===== src/pkg/cfa_pkg.sv =====
// Constants, types and the register map of the flag and address unit.
// Assumes a sequencer that decodes page and opcode into kind, mode, length.
package cfa_pkg;
	// ==========================================
	// Flag register layout and reset
	localparam int unsigned FLAG_C = 0;
	localparam int unsigned FLAG_V = 1;
	localparam int unsigned FLAG_Z = 2;
	localparam int unsigned FLAG_N = 3;
	localparam int unsigned FLAG_I = 4;
	localparam int unsigned FLAG_H = 5;
	localparam int unsigned FLAG_X = 6;
	localparam int unsigned FLAG_S = 7;
	localparam logic [7:0] FLAGS_RESET = 8'hd0; // S, X and I set
	// ==========================================
	// Opcode paging, prebyte values are plain defaults
	localparam logic [7:0] PRE_PAGE1 = 8'h18;
	localparam logic [7:0] PRE_PAGE2 = 8'h1a;
	localparam logic [7:0] PRE_PAGE3 = 8'hcd;
	localparam logic [1:0] PAGE_ZERO = 2'h0;
	localparam logic [1:0] PAGE_ONE = 2'h1;
	localparam logic [1:0] PAGE_TWO = 2'h2;
	localparam logic [1:0] PAGE_THREE = 2'h3;
	localparam logic [2:0] LEN_MIN = 3'h1;
	localparam logic [2:0] LEN_MAX = 3'h5;
	localparam logic [7:0] DIRECT_PAGE_HI = 8'h00;
	localparam logic [15:0] PC_RESET = 16'h0000;
	// ==========================================
	// Register map, byte addresses
	localparam logic [7:0] REG_FLAGS = 8'h00;
	localparam logic [7:0] REG_IDX1 = 8'h04;
	localparam logic [7:0] REG_IDX2 = 8'h08;
	localparam logic [7:0] REG_PC = 8'h0c;
	localparam logic [7:0] REG_EA = 8'h10;
	// ==========================================
	// Types
	typedef enum logic [2:0] {MODE_INH, MODE_IMM, MODE_DIR, MODE_EXT, MODE_IDX,
		MODE_REL} cfa_mode_t;
	typedef enum logic [4:0] {OP_NONE, OP_ADD, OP_ADC, OP_SUB, OP_CMP, OP_LOGIC,
		OP_LOAD, OP_SHL, OP_SHR, OP_IDXINC, OP_IDXDEC, OP_IDXADDB, OP_TAP,
		OP_RTI, OP_MULDIV, OP_STOP} cfa_op_t;
	typedef enum logic [1:0] {ST_FIRST, ST_OPCODE, ST_OPER, ST_EXEC} cfa_state_t;
endpackage : cfa_pkg


===== src/pkg/cfa_ag_if.sv =====
// Interface between the sequencing core and the address generator.
// Assumes both ends run combinationally within one clock.
`timescale 1ns/1ps
`default_nettype none
interface cfa_ag_if;
	import cfa_pkg::*;
	cfa_mode_t mode;
	logic [7:0] op0;
	logic [7:0] op1;
	logic [15:0] idx;
	logic [15:0] pcNext;
	logic [15:0] opAddr;
	logic [15:0] ea;
	modport core (output mode, op0, op1, idx, pcNext, opAddr, input ea);
	modport agen (input mode, op0, op1, idx, pcNext, opAddr, output ea);
endinterface : cfa_ag_if
`default_nettype wire


===== src/cfa_core.sv =====
// Flag register, instruction byte assembler and address unit of an 8-bit CPU.
// Assumes a sequencer that answers page and opcode combinationally with
// kind, mode and operand count, and feeds ALU operands in the execute cycle.
// Functional notes
// RULE_01: Eight-bit flag register: five result flags, two masks, stop disable.
// RULE_02: Pushes, pulls, index add-B and transfers leave all flags unchanged.
// RULE_03: Carry from carry or borrow, multiply/divide error; shifts pass through it.
// RULE_04: Overflow set on two's-complement overflow, cleared otherwise.
// RULE_05: Zero set on zero result; compares set flags, discard difference.
// RULE_06: Sixteen-bit index increment and decrement touch only zero flag.
// RULE_07: Negative equals result most significant bit.
// RULE_08: Maskable mask blocks maskable interrupts; pending ones wait.
// RULE_09: Reset sets maskable mask; only an instruction clears it.
// RULE_10: On interrupt: stack, then set maskable mask, then fetch vector.
// RULE_11: Half carry from bit three into four on add operations.
// RULE_12: Pin mask blocks pin interrupt; its acknowledge sets both masks.
// RULE_13: Pin mask set by reset or acknowledge; cleared only by flag load.
// RULE_14: Stop with stop disable set acts as no-op; reset sets it.
// RULE_15: Words stored high byte at lower address; no alignment.
// RULE_16: Four opcode pages; prebyte selects pages one to three.
// RULE_17: Optional prebyte, opcode, zero to three operands: one to five bytes.
// RULE_18: Immediate operand follows opcode, sized to its target.
// RULE_19: Direct address: operand byte low, high byte zero.
// RULE_20: Extended address from two bytes after opcode.
// RULE_21: Indexed address: unsigned offset byte plus chosen index register.
// RULE_22: Relative: taken branch adds sign-extended offset to program counter.
// RULE_23: Branch base is next instruction address; sums wrap at 64K.
`timescale 1ns/1ps
`default_nettype none
module cfa_core (
	input wire logic clk,
	input wire logic nrst,
	input wire logic byteValid,
	input wire logic [7:0] byteData,
	input wire logic [1:0] opLen,
	input wire cfa_pkg::cfa_mode_t opMode,
	input wire cfa_pkg::cfa_op_t opKind,
	input wire logic opIdxTwo,
	input wire logic [7:0] aluA,
	input wire logic [7:0] aluB,
	input wire logic branchTaken,
	input wire logic mulDivErr,
	input wire logic irqPend,
	input wire logic xirqPend,
	input wire logic stackDone,
	input wire logic stackForX,
	input wire logic vecLoad,
	input wire logic [15:0] vecData,
	input wire logic [7:0] busAddr,
	input wire logic [15:0] busWdata,
	input wire logic busWr,
	input wire logic busRd,
	output logic [15:0] busRdata,
	output logic [7:0] flags,
	output logic [1:0] page,
	output logic byteReady,
	output logic instrDone,
	output logic [2:0] instrLen,
	output logic [15:0] effAddr,
	output logic [15:0] immWord,
	output logic [7:0] aluResult,
	output logic [15:0] progCnt,
	output logic irqTake,
	output logic xirqTake,
	output logic vecFetch,
	output logic stopReq
);
	import cfa_pkg::*;
	localparam logic [7:0] ZERO_ONLY = 8'(1 << FLAG_Z);
	// ==========================================
	// State
	cfa_state_t state;
	cfa_state_t next_state;
	cfa_op_t kindQ;
	cfa_mode_t modeQ;
	logic idxTwoQ;
	logic [1:0] needQ;
	logic [1:0] gotQ;
	logic [7:0] operand [0:2];
	logic [15:0] opAddr;
	logic [2:0] lenCnt;
	logic [15:0] idx1;
	logic [15:0] idx2;
	logic pendVec;
	logic [7:0] next_flags;
	// ==========================================
	// Byte intake decode
	wire logic take = byteValid & byteReady;
	wire logic execNow = (state == ST_EXEC);
	wire logic isPre = (state == ST_FIRST) &&
		(byteData == PRE_PAGE1 || byteData == PRE_PAGE2 || byteData == PRE_PAGE3);
	wire logic [1:0] prePage = (byteData == PRE_PAGE1) ? PAGE_ONE :
		(byteData == PRE_PAGE2) ? PAGE_TWO : PAGE_THREE; // [RULE_16]
	wire logic opcodeTake = take && ((state == ST_FIRST && !isPre) || state == ST_OPCODE);
	wire logic lastOper = (state == ST_OPER) && take && (2'(gotQ + 2'h1) == needQ);
	wire logic [2:0] next_len = (state == ST_FIRST) ? LEN_MIN : 3'(lenCnt + 3'h1); // [RULE_17]
	// ==========================================
	// Sequencing; an opcode with no operands goes straight to execute
	always_comb begin
		next_state = state;
		case (state)
			ST_FIRST, ST_OPCODE: begin
				// A prebyte is only recognised as the first byte
				if (take && isPre) begin
					next_state = ST_OPCODE;
				end else if (take) begin
					next_state = (opLen == 2'h0) ? ST_EXEC : ST_OPER;
				end
			end
			ST_OPER: begin
				if (lastOper) begin
					next_state = ST_EXEC;
				end
			end
			ST_EXEC: next_state = ST_FIRST;
			default: next_state = ST_FIRST;
		endcase
	end
	always_ff @(posedge clk or negedge nrst) begin
		if (!nrst) begin
			state <= ST_FIRST;
			byteReady <= 1'b1;
		end else begin
			state <= next_state;
			byteReady <= (next_state != ST_EXEC); // Stall intake while executing
		end
	end
	// Page select: prebyte picks a page, execute returns to page zero
	always_ff @(posedge clk or negedge nrst) begin
		if (!nrst) begin
			page <= PAGE_ZERO;
		end else if (take && isPre) begin
			page <= prePage; // [RULE_16]
		end else if (execNow) begin
			page <= PAGE_ZERO; // [RULE_16]
		end
	end
	// Decoded fields are latched with the opcode byte
	always_ff @(posedge clk or negedge nrst) begin
		if (!nrst) begin
			kindQ <= OP_NONE;
			modeQ <= MODE_INH;
			idxTwoQ <= 1'b0;
			needQ <= 2'h0;
			opAddr <= PC_RESET;
		end else if (opcodeTake) begin
			kindQ <= opKind;
			modeQ <= opMode;
			idxTwoQ <= opIdxTwo;
			needQ <= opLen; // [RULE_17]
			opAddr <= progCnt;
		end
	end
	// Operand bytes in arrival order, no alignment assumed
	always_ff @(posedge clk or negedge nrst) begin
		if (!nrst) begin
			gotQ <= 2'h0;
			lenCnt <= 3'h0;
			for (int i = 0; i < 3; i++) begin
				operand[i] <= 8'h00;
			end
		end else if (take) begin
			lenCnt <= next_len;
			if (state == ST_OPER) begin
				operand[gotQ] <= byteData; // [RULE_15]
				gotQ <= 2'(gotQ + 2'h1);
			end else begin
				gotQ <= 2'h0;
			end
		end
	end
	// ==========================================
	// Arithmetic and address helpers
	logic [7:0] aluRes;
	logic aluC;
	logic aluV;
	logic aluH;
	cfa_alu u_alu (
		.op(kindQ),
		.a(aluA),
		.b(aluB),
		.cin(flags[FLAG_C]),
		.res(aluRes),
		.c(aluC),
		.v(aluV),
		.h(aluH)
	);
	cfa_ag_if ag ();
	assign ag.mode = modeQ;
	assign ag.op0 = operand[0];
	assign ag.op1 = operand[1];
	assign ag.idx = idxTwoQ ? idx2 : idx1;
	assign ag.pcNext = progCnt; // Already past the branch [RULE_23]
	assign ag.opAddr = opAddr;
	cfa_agen u_agen (
		.ag(ag)
	);
	wire logic resN = aluRes[7];
	wire logic resZ = (aluRes == 8'h00);
	wire logic idxDec = (kindQ == OP_IDXDEC);
	wire logic [15:0] idxStep = idxDec ? 16'(ag.idx - 16'h0001) : 16'(ag.idx + 16'h0001);
	wire logic [15:0] idxAddB = 16'(ag.idx + {8'h00, aluB}); // Wraps at 64K
	wire logic idxWrite = execNow &&
		(kindQ == OP_IDXINC || kindQ == OP_IDXDEC || kindQ == OP_IDXADDB);
	wire logic [15:0] idxNew = (kindQ == OP_IDXADDB) ? idxAddB : idxStep;
	wire logic flagLoadNow = execNow && (kindQ == OP_TAP || kindQ == OP_RTI);
	// ==========================================
	// Flag update per instruction kind
	always_comb begin
		next_flags = flags;
		if (execNow) begin
			case (kindQ)
				OP_ADD, OP_ADC: begin
					next_flags[FLAG_H] = aluH; // [RULE_11]
					next_flags[FLAG_N] = resN; // [RULE_07]
					next_flags[FLAG_Z] = resZ; // [RULE_05]
					next_flags[FLAG_V] = aluV; // [RULE_04]
					next_flags[FLAG_C] = aluC; // [RULE_03]
				end
				OP_SUB, OP_CMP: begin
					next_flags[FLAG_N] = resN; // [RULE_07]
					next_flags[FLAG_Z] = resZ; // [RULE_05]
					next_flags[FLAG_V] = aluV; // [RULE_04]
					next_flags[FLAG_C] = aluC; // [RULE_03]
				end
				OP_LOGIC, OP_LOAD: begin
					next_flags[FLAG_N] = resN; // [RULE_07]
					next_flags[FLAG_Z] = resZ; // [RULE_05]
					next_flags[FLAG_V] = 1'b0; // [RULE_04]
				end
				OP_SHL, OP_SHR: begin
					next_flags[FLAG_N] = resN; // [RULE_07]
					next_flags[FLAG_Z] = resZ; // [RULE_05]
					next_flags[FLAG_C] = aluC; // [RULE_03]
					next_flags[FLAG_V] = resN ^ aluC; // [RULE_04]
				end
				OP_IDXINC, OP_IDXDEC: next_flags[FLAG_Z] = (idxStep == 16'h0000); // [RULE_06]
				OP_TAP, OP_RTI: begin
					// Software may clear the pin mask but never set it
					next_flags = aluA; // [RULE_09]
					next_flags[FLAG_X] = flags[FLAG_X] & aluA[FLAG_X]; // [RULE_13]
				end
				OP_MULDIV: next_flags[FLAG_C] = mulDivErr; // [RULE_03]
				default: next_flags = flags; // [RULE_02]
			endcase
		end
		if (stackDone) begin
			next_flags[FLAG_I] = 1'b1; // After stacking [RULE_10]
			next_flags[FLAG_X] = flags[FLAG_X] | stackForX; // [RULE_12] [RULE_13]
		end
	end
	always_ff @(posedge clk or negedge nrst) begin
		if (!nrst) begin
			flags <= FLAGS_RESET; // [RULE_01] [RULE_09] [RULE_14]
		end else begin
			flags <= next_flags;
		end
	end
	// ==========================================
	// Interrupt gating and vector fetch ordering
	always_ff @(posedge clk or negedge nrst) begin
		if (!nrst) begin
			irqTake <= 1'b0;
			xirqTake <= 1'b0;
			pendVec <= 1'b0;
			vecFetch <= 1'b0;
		end else begin
			irqTake <= irqPend & ~flags[FLAG_I]; // Pending waits on mask [RULE_08]
			xirqTake <= xirqPend & ~flags[FLAG_X]; // [RULE_12]
			pendVec <= stackDone; // [RULE_10]
			vecFetch <= pendVec; // One cycle after the mask is set [RULE_10]
		end
	end
	// ==========================================
	// Program counter: vector load, taken branch, byte intake
	always_ff @(posedge clk or negedge nrst) begin
		if (!nrst) begin
			progCnt <= PC_RESET;
		end else if (vecLoad) begin
			progCnt <= vecData;
		end else if (execNow && modeQ == MODE_REL && branchTaken) begin
			progCnt <= ag.ea; // [RULE_22]
		end else if (take) begin
			progCnt <= 16'(progCnt + 16'h0001); // [RULE_23]
		end
	end
	// Index registers; execute wins over a bus write in the same cycle
	always_ff @(posedge clk or negedge nrst) begin
		if (!nrst) begin
			idx1 <= 16'h0000;
			idx2 <= 16'h0000;
		end else begin
			if (idxWrite && !idxTwoQ) begin
				idx1 <= idxNew; // [RULE_06]
			end else if (busWr && busAddr == REG_IDX1) begin
				idx1 <= busWdata;
			end
			if (idxWrite && idxTwoQ) begin
				idx2 <= idxNew; // [RULE_06]
			end else if (busWr && busAddr == REG_IDX2) begin
				idx2 <= busWdata;
			end
		end
	end
	// ==========================================
	// Execute results
	wire logic [15:0] immNew = (needQ == 2'h2) ? {operand[0], operand[1]} :
		{8'h00, operand[0]}; // High byte first [RULE_18] [RULE_15]
	always_ff @(posedge clk or negedge nrst) begin
		if (!nrst) begin
			instrDone <= 1'b0;
			instrLen <= LEN_MIN;
			effAddr <= 16'h0000;
			immWord <= 16'h0000;
			aluResult <= 8'h00;
			stopReq <= 1'b0;
		end else begin
			instrDone <= execNow;
			stopReq <= execNow && kindQ == OP_STOP && !flags[FLAG_S]; // [RULE_14]
			if (execNow) begin
				instrLen <= lenCnt; // [RULE_17]
				effAddr <= ag.ea;
				immWord <= immNew;
				if (kindQ != OP_CMP) begin
					aluResult <= aluRes; // Compare discards [RULE_05]
				end
			end
		end
	end
	// ==========================================
	// Register port, read data valid the cycle after the strobe only
	wire logic [15:0] rdMux = (busAddr == REG_FLAGS) ? {8'h00, flags} :
		(busAddr == REG_IDX1) ? idx1 :
		(busAddr == REG_IDX2) ? idx2 :
		(busAddr == REG_PC) ? progCnt :
		(busAddr == REG_EA) ? effAddr : 16'h0000;
	always_ff @(posedge clk or negedge nrst) begin
		if (!nrst) begin
			busRdata <= 16'h0000;
		end else begin
			busRdata <= busRd ? rdMux : 16'h0000;
		end
	end
endmodule : cfa_core
`default_nettype wire


===== src/cfa_agen.sv =====
// Effective address generator, purely combinational.
// Assumes the core holds operands steady through the execute cycle.
`timescale 1ns/1ps
`default_nettype none
module cfa_agen (
	cfa_ag_if.agen ag
);
	import cfa_pkg::*;
	// ==========================================
	// Address sums, all 16 bits wide so they wrap in the 64K space
	wire logic [15:0] eaImm = 16'(ag.opAddr + 16'h0001); // [RULE_18] [RULE_23]
	wire logic [15:0] eaDir = {DIRECT_PAGE_HI, ag.op0}; // [RULE_19]
	wire logic [15:0] eaExt = {ag.op0, ag.op1}; // High byte first [RULE_20] [RULE_15]
	wire logic [15:0] eaIdx = 16'(ag.idx + {8'h00, ag.op0}); // [RULE_21] [RULE_23]
	wire logic [15:0] eaRel = 16'(ag.pcNext + {{8{ag.op0[7]}}, ag.op0}); // [RULE_22] [RULE_23]
	// Mode select; inherent has no address
	assign ag.ea = (ag.mode == MODE_IMM) ? eaImm :
		(ag.mode == MODE_DIR) ? eaDir :
		(ag.mode == MODE_EXT) ? eaExt :
		(ag.mode == MODE_IDX) ? eaIdx :
		(ag.mode == MODE_REL) ? eaRel : 16'h0000;
endmodule : cfa_agen
`default_nettype wire


===== src/cfa_alu.sv =====
// Eight-bit arithmetic unit with carry, overflow and half carry out.
// Assumes the core derives zero and negative from the result.
`timescale 1ns/1ps
`default_nettype none
module cfa_alu (
	input wire cfa_pkg::cfa_op_t op,
	input wire logic [7:0] a,
	input wire logic [7:0] b,
	input wire logic cin,
	output logic [7:0] res,
	output logic c,
	output logic v,
	output logic h
);
	import cfa_pkg::*;
	// ==========================================
	// Adder and subtractor share nothing; clarity over area
	wire logic addCin = (op == OP_ADC) & cin;
	wire logic [8:0] sum = 9'({1'b0, a} + {1'b0, b} + {8'h00, addCin});
	wire logic [8:0] diff = 9'({1'b0, a} - {1'b0, b});
	always_comb begin
		res = a;
		c = cin;
		v = 1'b0;
		h = 1'b0;
		case (op)
			OP_ADD, OP_ADC: begin
				res = sum[7:0];
				c = sum[8]; // [RULE_03]
				v = (a[7] & b[7] & ~sum[7]) | (~a[7] & ~b[7] & sum[7]); // [RULE_04]
				h = a[4] ^ b[4] ^ sum[4]; // Carry into bit 4 [RULE_11]
			end
			OP_SUB, OP_CMP: begin
				res = diff[7:0];
				c = diff[8]; // Borrow [RULE_03]
				v = (a[7] & ~b[7] & ~diff[7]) | (~a[7] & b[7] & diff[7]); // [RULE_04]
			end
			OP_LOGIC: res = a & b;
			OP_LOAD: res = b;
			OP_SHL: begin
				res = {a[6:0], cin}; // Through carry [RULE_03]
				c = a[7];
			end
			OP_SHR: begin
				res = {cin, a[7:1]}; // [RULE_03]
				c = a[0];
			end
			default: res = a;
		endcase
	end
endmodule : cfa_alu
`default_nettype wire


===== config.mk =====
export PLATFORM = sky130hd
export DESIGN_NAME = cfa_core
export DESIGN_NICKNAME = d
export VERILOG_FILES = /design/src/pkg/cfa_pkg.sv /design/src/pkg/cfa_ag_if.sv /design/src/cfa_core.sv /design/src/cfa_agen.sv /design/src/cfa_alu.sv
export SDC_FILE = /design/constraint.sdc
export NUM_CORES = 1
export LEC_CHECK = 0
export ABC_AREA = 1
export ABC_CLOCK_PERIOD_IN_PS = 4350
export BUFFER_PORTS_ARGS = -buffer_cell sky130_fd_sc_hd__buf_2
export CORE_MARGIN = 10
export CORE_UTILIZATION = 50
export DETAILED_ROUTE_END_ITERATION = 7
export PLACE_DENSITY = 0.71
export SLEW_MARGIN = 40
export SYNTH_ARGS = -nofsm -noshare
export SYNTH_HDL_FRONTEND = slang
export SYNTH_SLANG_ARGS = --single-unit

===== constraint.sdc =====
create_clock -name clk -period 4.35 [get_ports clk]
set_clock_uncertainty 0.15 [all_clocks]
set_input_delay 0.2175 -clock clk [delete_from_list [all_inputs] [get_ports clk]]
set_output_delay 0.2175 -clock clk [all_outputs]
set_load 0.01 [all_outputs]

# Yosys cells after proc, flatten, opt, wreduce, memory -nomap -nowiden
# Index checks and enable logic that the tools add are counted.
[word_totals] regBits=182 latch_bits=0 mem_bits_rw=0 romBits=0 input_bits=87 out_inout_bits=91 elab_cells=217 memories=0
[classes] add_sub_neg=12 mul=0 n_div=0 magnitude_cmp=2 eq_ne=34 n_shift=0 n_mux=49 bitwise=27 reduce_logical=59
[op_table] op="$mux 16" count=22
[op_table] op="$add 16x1->16 const B" count=3
[op_table] op="$pmux 8 s6" count=1
[op_table] op="$eq 5x4->1 const B" count=8
[op_table] op="$add 16x8->16" count=2
[op_table] op="$bwmux 24" count=1
[op_table] op="$eq 8x5->1 const B" count=3
[op_table] op="$eq 5x3->1 const B" count=4
[op_table] op="$reduce_and 2->1" count=9
[op_table] op="$add 16x16->16" count=1
[op_table] op="$demux 8 s2" count=1
[op_table] op="$eq 8x4->1 const B" count=2
[op_table] op="$logic_and 1x1->1" count=16
[op_table] op="$logic_not 16->1" count=1
[op_table] op="$logic_not 8->1" count=2
[op_table] op="$sub 16x1->16 const B" count=1
[op_table] op="$mux 2" count=7
[op_table] op="$reduce_bool 2->1" count=7
[op_table] op="$reduce_or 2->1" count=7
[op_table] op="$and 1x1->1" count=13
[op_table] op="$eq 5x2->1 const B" count=2
[op_table] op="$add 8x8->9" count=1
[op_table] op="$add 9x1->9" count=1
[op_table] op="$reduce_bool 3->1" count=3
[op_table] op="36 further kinds" count=65

# Longest topological paths before layout
[logic_depth] depth_word=10 mapped_depth=21 mapped_depth_nobuf=21

# By module
# Synthesis repeated with hierarchy kept, for this count alone.
[hier_totals] hier_cells=2059 area_unflattened_um2=13895.8
[by_module_without_submodules] module="cfa_core" n_inst=1 cells_per_inst=1352 area_per_inst_um2=10152.2 seq_area_each_um2=4360.4
[by_module_without_submodules] module="cfa_agen" n_inst=1 cells_per_inst=440 area_per_inst_um2=2282.2 seq_area_each_um2=0.0
[by_module_without_submodules] module="cfa_alu" n_inst=1 cells_per_inst=267 area_per_inst_um2=1461.4 seq_area_each_um2=0.0

# Worst setup path after synthesis
# No wires, ideal clock.
[synth_path] path_kind="register to register" start="register idxTwoQ" end="register effAddr[14]" setup_time_ps=132 t_arrival_ps=2796 required_time_ps=4068 slack_ps=1272 stages_incl_launch_ff=19 n_path_buf=2 period_less_slack_ps=3078 path_cell_list="dfrtp_1 -> buf_6 -> buf_6 -> nand2_1 -> nand2_1 -> inv_1 -> ha_1 -> inv_1 -> fa_1 -> nand3b_1 -> nand2_1 -> a21oi_1 -> o21ai_0 -> nand3_1 -> nand3b_1 -> nand3_1 -> nand4_1 -> nand2_1 -> o21ai_0"
[synth_between] elab_chain_len=6
[synth_rtl] element="from (decl)" line_no="cfa_core.sv:76" text="logic idxTwoQ;"
[synth_rtl] element="from (signal assigned)" line_no="cfa_core.sv:149" text="idxTwoQ <= opIdxTwo;"
[synth_rtl] element="$mux 16" line_no="cfa_core.sv:192" text="assign ag.idx = idxTwoQ ? idx2 : idx1;"
[synth_rtl] element="$add 16x8->16" line_no="cfa_agen.sv:14" text="wire logic [15:0] eaIdx = 16'(ag.idx + {8'h00, ag.op0});"
[synth_rtl] element="$mux 16" line_no="cfa_agen.sv:20" text="(ag.mode == MODE_IDX) ? eaIdx :"
[synth_rtl] element="$mux 16" line_no="cfa_agen.sv:19" text="(ag.mode == MODE_EXT) ? eaExt :"
[synth_rtl] element="$mux 16" line_no="cfa_agen.sv:18" text="(ag.mode == MODE_DIR) ? eaDir :"
[synth_rtl] element="$mux 16" line_no="cfa_agen.sv:17" text="assign ag.ea = (ag.mode == MODE_IMM) ? eaImm :"
[synth_rtl] element="to (signal assigned)" line_no="cfa_core.sv:322" text="effAddr <= ag.ea;"
[synth_rtl] element="to (decl)" line_no="cfa_core.sv:59" text="output logic [15:0] effAddr,"
# Every way passes these cells.
# A chain may end at the register's enable or synchronous reset.

# Worst setup path in the final report
[layout_path] start="register idxTwoQ" end="register progCnt[14]"
[layout_between] elab_chain_len=8
[layout_rtl] element="$mux 16" line_no="cfa_core.sv:192"
[layout_rtl] element="$add 16x8->16" line_no="cfa_agen.sv:14"
[layout_rtl] element="$mux 16" line_no="cfa_agen.sv:20"
[layout_rtl] element="$mux 16" line_no="cfa_agen.sv:19"
[layout_rtl] element="$mux 16" line_no="cfa_agen.sv:18"
[layout_rtl] element="$mux 16" line_no="cfa_agen.sv:17"
[layout_rtl] element="$mux 16" line_no="cfa_core.sv:281" text="end else if (execNow && modeQ == MODE_REL && branchTaken) begin"
[layout_rtl] element="$mux 16" line_no="cfa_core.sv:279" text="end else if (vecLoad) begin"
[layout_rtl] element="to (signal assigned)" line_no="cfa_core.sv:280" text="progCnt <= vecData;"
[layout_rtl] element="to (signal assigned)" line_no="cfa_core.sv:282" text="progCnt <= ag.ea;"
[layout_rtl] element="to (signal assigned)" line_no="cfa_core.sv:284" text="progCnt <= 16'(progCnt + 16'h0001);"
[layout_rtl] element="to (decl)" line_no="cfa_core.sv:62" text="output logic [15:0] progCnt,"
# Every way passes these cells.

==> summary.md <==
| Metric | Value |
|---|---|
| Clock H-tree levels | `4` |
| Die W | `approximately 180 um` |
| Starting DRT DRC Count | `approximately 1500` |
| Min Tclk post-route | `between 3000 and 4000 ps` |
| First-pass GRT wire length | `about 74000 um` |
| Power per cell area | `~670 nW/um^2` |
| Synthesized instance count | `around 1900` |
| Starting Density | `0.5061` |
| Syn nets | `2074` |
| Filler Cell Count | `approximately 2500` |
| Hold_sp | `byteValid` |
| Core footprint | `25980 sq um` |
| YS warnings | `0` |
| Period utilization | `0.8262` |
| Non-Filler Instances | `~2500` |
| HPWL Detailed | `about 37000 um` |
| CTS tree | `built` |
| Pleak | `7.911 nW` |
| Area share of the largest cell type after synthesis | `0.3216` |
| Total Wirelength | `between 40000 and 50000 um` |
| Cts bufs inserted | `17` |
| Post-Place Worst Slack | `just under 900 ps` |
| Crit Path Max Fanout | `10` |
| Yosys cell types | `between 60 and 70` |
| CP most frequent cell | `nand2_1` |
| GP Congestion | `0.9582` |
| DRC | `0` |
| Std-Cell Rows | `between 50 and 60` |
| Worst path cell trace | `inv_2, nand2_1, nand2_1, inv_1, ha_1, inv_1, fa_1, nand3b_1, nand2_1, a21oi_1, o21ai_0, nand3_1, o21ai_0, nand3_1, nand4_1, nand2_1, a21oi_1` |
| Number of synthesized flops with an enable pin | `0` |
| CTS clock-pin slew for the worst setup and hold paths | `around 90 ps` |
| TNS Setup | `0 ps` |
| Max Freq | `278.2 MHz` |
| Io pins | `approximately 180` |
| Worst-Margin Slew | `about 800 ps` |
| Design area | `15520 sq um` |
| Worst path max stage delay | `~480 ps` |
| Vias in the first global route | `13680` |
| Vias | `14360` |
| Sequential element share of the synthesized area | `0.3316` |
| Wire per inst | `about 19 um` |
| Inst Count DP | `approximately 2400` |
| Most frequent cells in the layout | `nand2_1, inv_1, o21ai_0` |
| Final-stage net count | `around 2300` |
| Worst hold path depth | `3` |
| Crit path launch type | `flip-flop` |
| CP max-delay cell | `o21ai_0` |
| PnR worst setup slack | `~760 ps` |
| Max-Cap Viols | `0` |
| Final setup violation count | `0` |
| Cell area after synthesis | `13150 sq um` |
| CTS Root Cell | `clkbuf_16` |
| Post-DRT Antenna Nets | `0` |
| GR Overflow Total | `0` |
| Area contributors post-synth | `dfrtp_1, nand2_1, o21ai_0` |
| Via-to-Cell Ratio | `about 5.8` |
| VDD IR-drop max | `~0.00032 V` |
| Worst Path Required | `between 4000 and 5000 ps` |
| Outcome | `finished, violations left` |
| CTS resizes | `0` |
| CP endpoint kind | `flip-flop` |
| Port Buffer Count | `177` |
| Total GRT Usage | `0.2761` |
| Largest net degree at the start of global routing | `100` |
| CP startpoint | `idxTwoQ` |
| Worst endpoint data arrival time | `approximately 3800 ps` |
| Mean Syn Cell Area | `about 7 sq um` |
| WS Path Type | `flip-flop to flip-flop` |
| RSZ-0062 raised after global routing | `false` |
| Fin util | `0.5974` |
| Commonest non-fill, non-tap cell in the layout | `nand2_1` |
| Max-Slew Margin vs Limit | `0.4667` |
| Asr flop ratio synth | `1.000` |
| Layout cells sized above 1 | `0.1396` |
| Max clock buf depth | `2` |
| Hold WS | `-10.55 ps` |
| Post-synth top flop | `dfrtp_1` |
| Power Total | `~10 mW` |
| Syn-to-layout area delta | `18.04%` |
| R2R depth | `17` |
| Hold/Removal Path Class | `input port to flip-flop` |
| Synthesis-stage register bit count | `between 150 and 200` |
| Final Hold Viols | `1` |
| Clock Sinks | `174` |
| Clk_lat worst skew | `460 ps` |
| Failing checks | `hold timing` |
| Cell Area, Placed | `about 14000 sq um` |
| Worst R2R Start | `idxTwoQ` |
| Die Area | `33190 sq um` |
| N_diodes | `0` |
| Final-report max-slew violation count | `0` |
| Pre-antenna DRT Iters | `6` |
| Initial antenna violation count | `0` |
| Largest area contributor in the netlist | `dfrtp_1` |
| Die span in y | `between 150 and 200 um` |
cell type report:
cell class / count / area, sq um / area share
inverter: 247 / 927.1 / 0.05973
tap: 335 / 419.2 / 0.02700
clock buffer: 17 / 425.4 / 0.02741
sequential: 174 / 4360 / 0.2809
timing repair buffer: 241 / 1516 / 0.09769
multi-input combinational: 1455 / 7651 / 0.4929
clock inverter: 15 / 222.7 / 0.01435
routing by layer:
layer  vias up  track usage  wire (um)
met5         -            0          0
met4         0      0.09990       1522
met3        97      0.04688       3987
met2       686       0.4515      22060
met1      6718       0.3596      19790
li1       6859            -          -
critical path: cells and delay by family, from the launching register on:
family / cells / cell delay [ps]
AND/OR/NAND/NOR: 8 / 1040
AO/OA/AOI/OAI: 4 / 950
adder cells (fa/ha/maj): 2 / 610
flip-flops: 1 / 410
buffers and inverters: 3 / 390
registers in the layout, indices dropped and copies added (netlist names), 2 cells and up:
name       flops
ag.mode        3
ag.op0         8
ag.op1         8
ag.opAddr     16
aluResult      8
busRdata      16
effAddr       16
flags          8
gotQ           2
idx1          16
idx2          16
immWord       16
instrLen       3
kindQ          5
lenCnt         3
needQ          2
page           2
progCnt       16
state          2
path summary, 6_finish.rpt:
check	to	slack [ps]
worst max-delay path	progCnt[14]	760
worst min-delay path	lenCnt[0]	-10
worst max register to register	progCnt[14]	760
worst min register to register	vecFetch	200
max in group asynchronous	idx2[7]	3000
min in group asynchronous	progCnt[9]	170
cell usage after synthesis, types with 9 or more instances:
library cell / n
a211oi_1: 14
a21oi_1: 125
a31oi_1: 15
clkbuf_1: 34
dfrtp_1: 169
ha_1: 57
inv_1: 228
inv_2: 11
nand2_1: 499
nand2_2: 15
nand3_1: 129
nand4_1: 28
nor2_1: 160
nor2_2: 9
nor3_1: 22
o211ai_1: 13
o21ai_0: 214
o22ai_1: 18
xor2_1: 16
cell families after synthesis:
family                     share of synthesized area
AOI/OAI and AO/OA                             0.2008
xor gates and xnor gates                     0.01598
adders and majority gates                    0.06489
buffers and inverters                        0.08839
DFF                                           0.3316
and+or+nand+nor                               0.2984
report_power, final:
group	switching [mW]	leakage, nW	total (mW)	internal (mW)
Sequential	0.753	2.13	2.99	2.24
Clock	0.898	0.312	1.72	0.822
Combinational	3.86	5.46	5.74	1.88
Total	5.51	7.91	10.5	4.94
timing repair:
action | in CTS | in global routing
hold buffers | 51 | 0
setup buffers | 0 | 0
endpoints found under the hold margin | 162 | 0
Note: power is estimated with default switching activity, not from simulation.
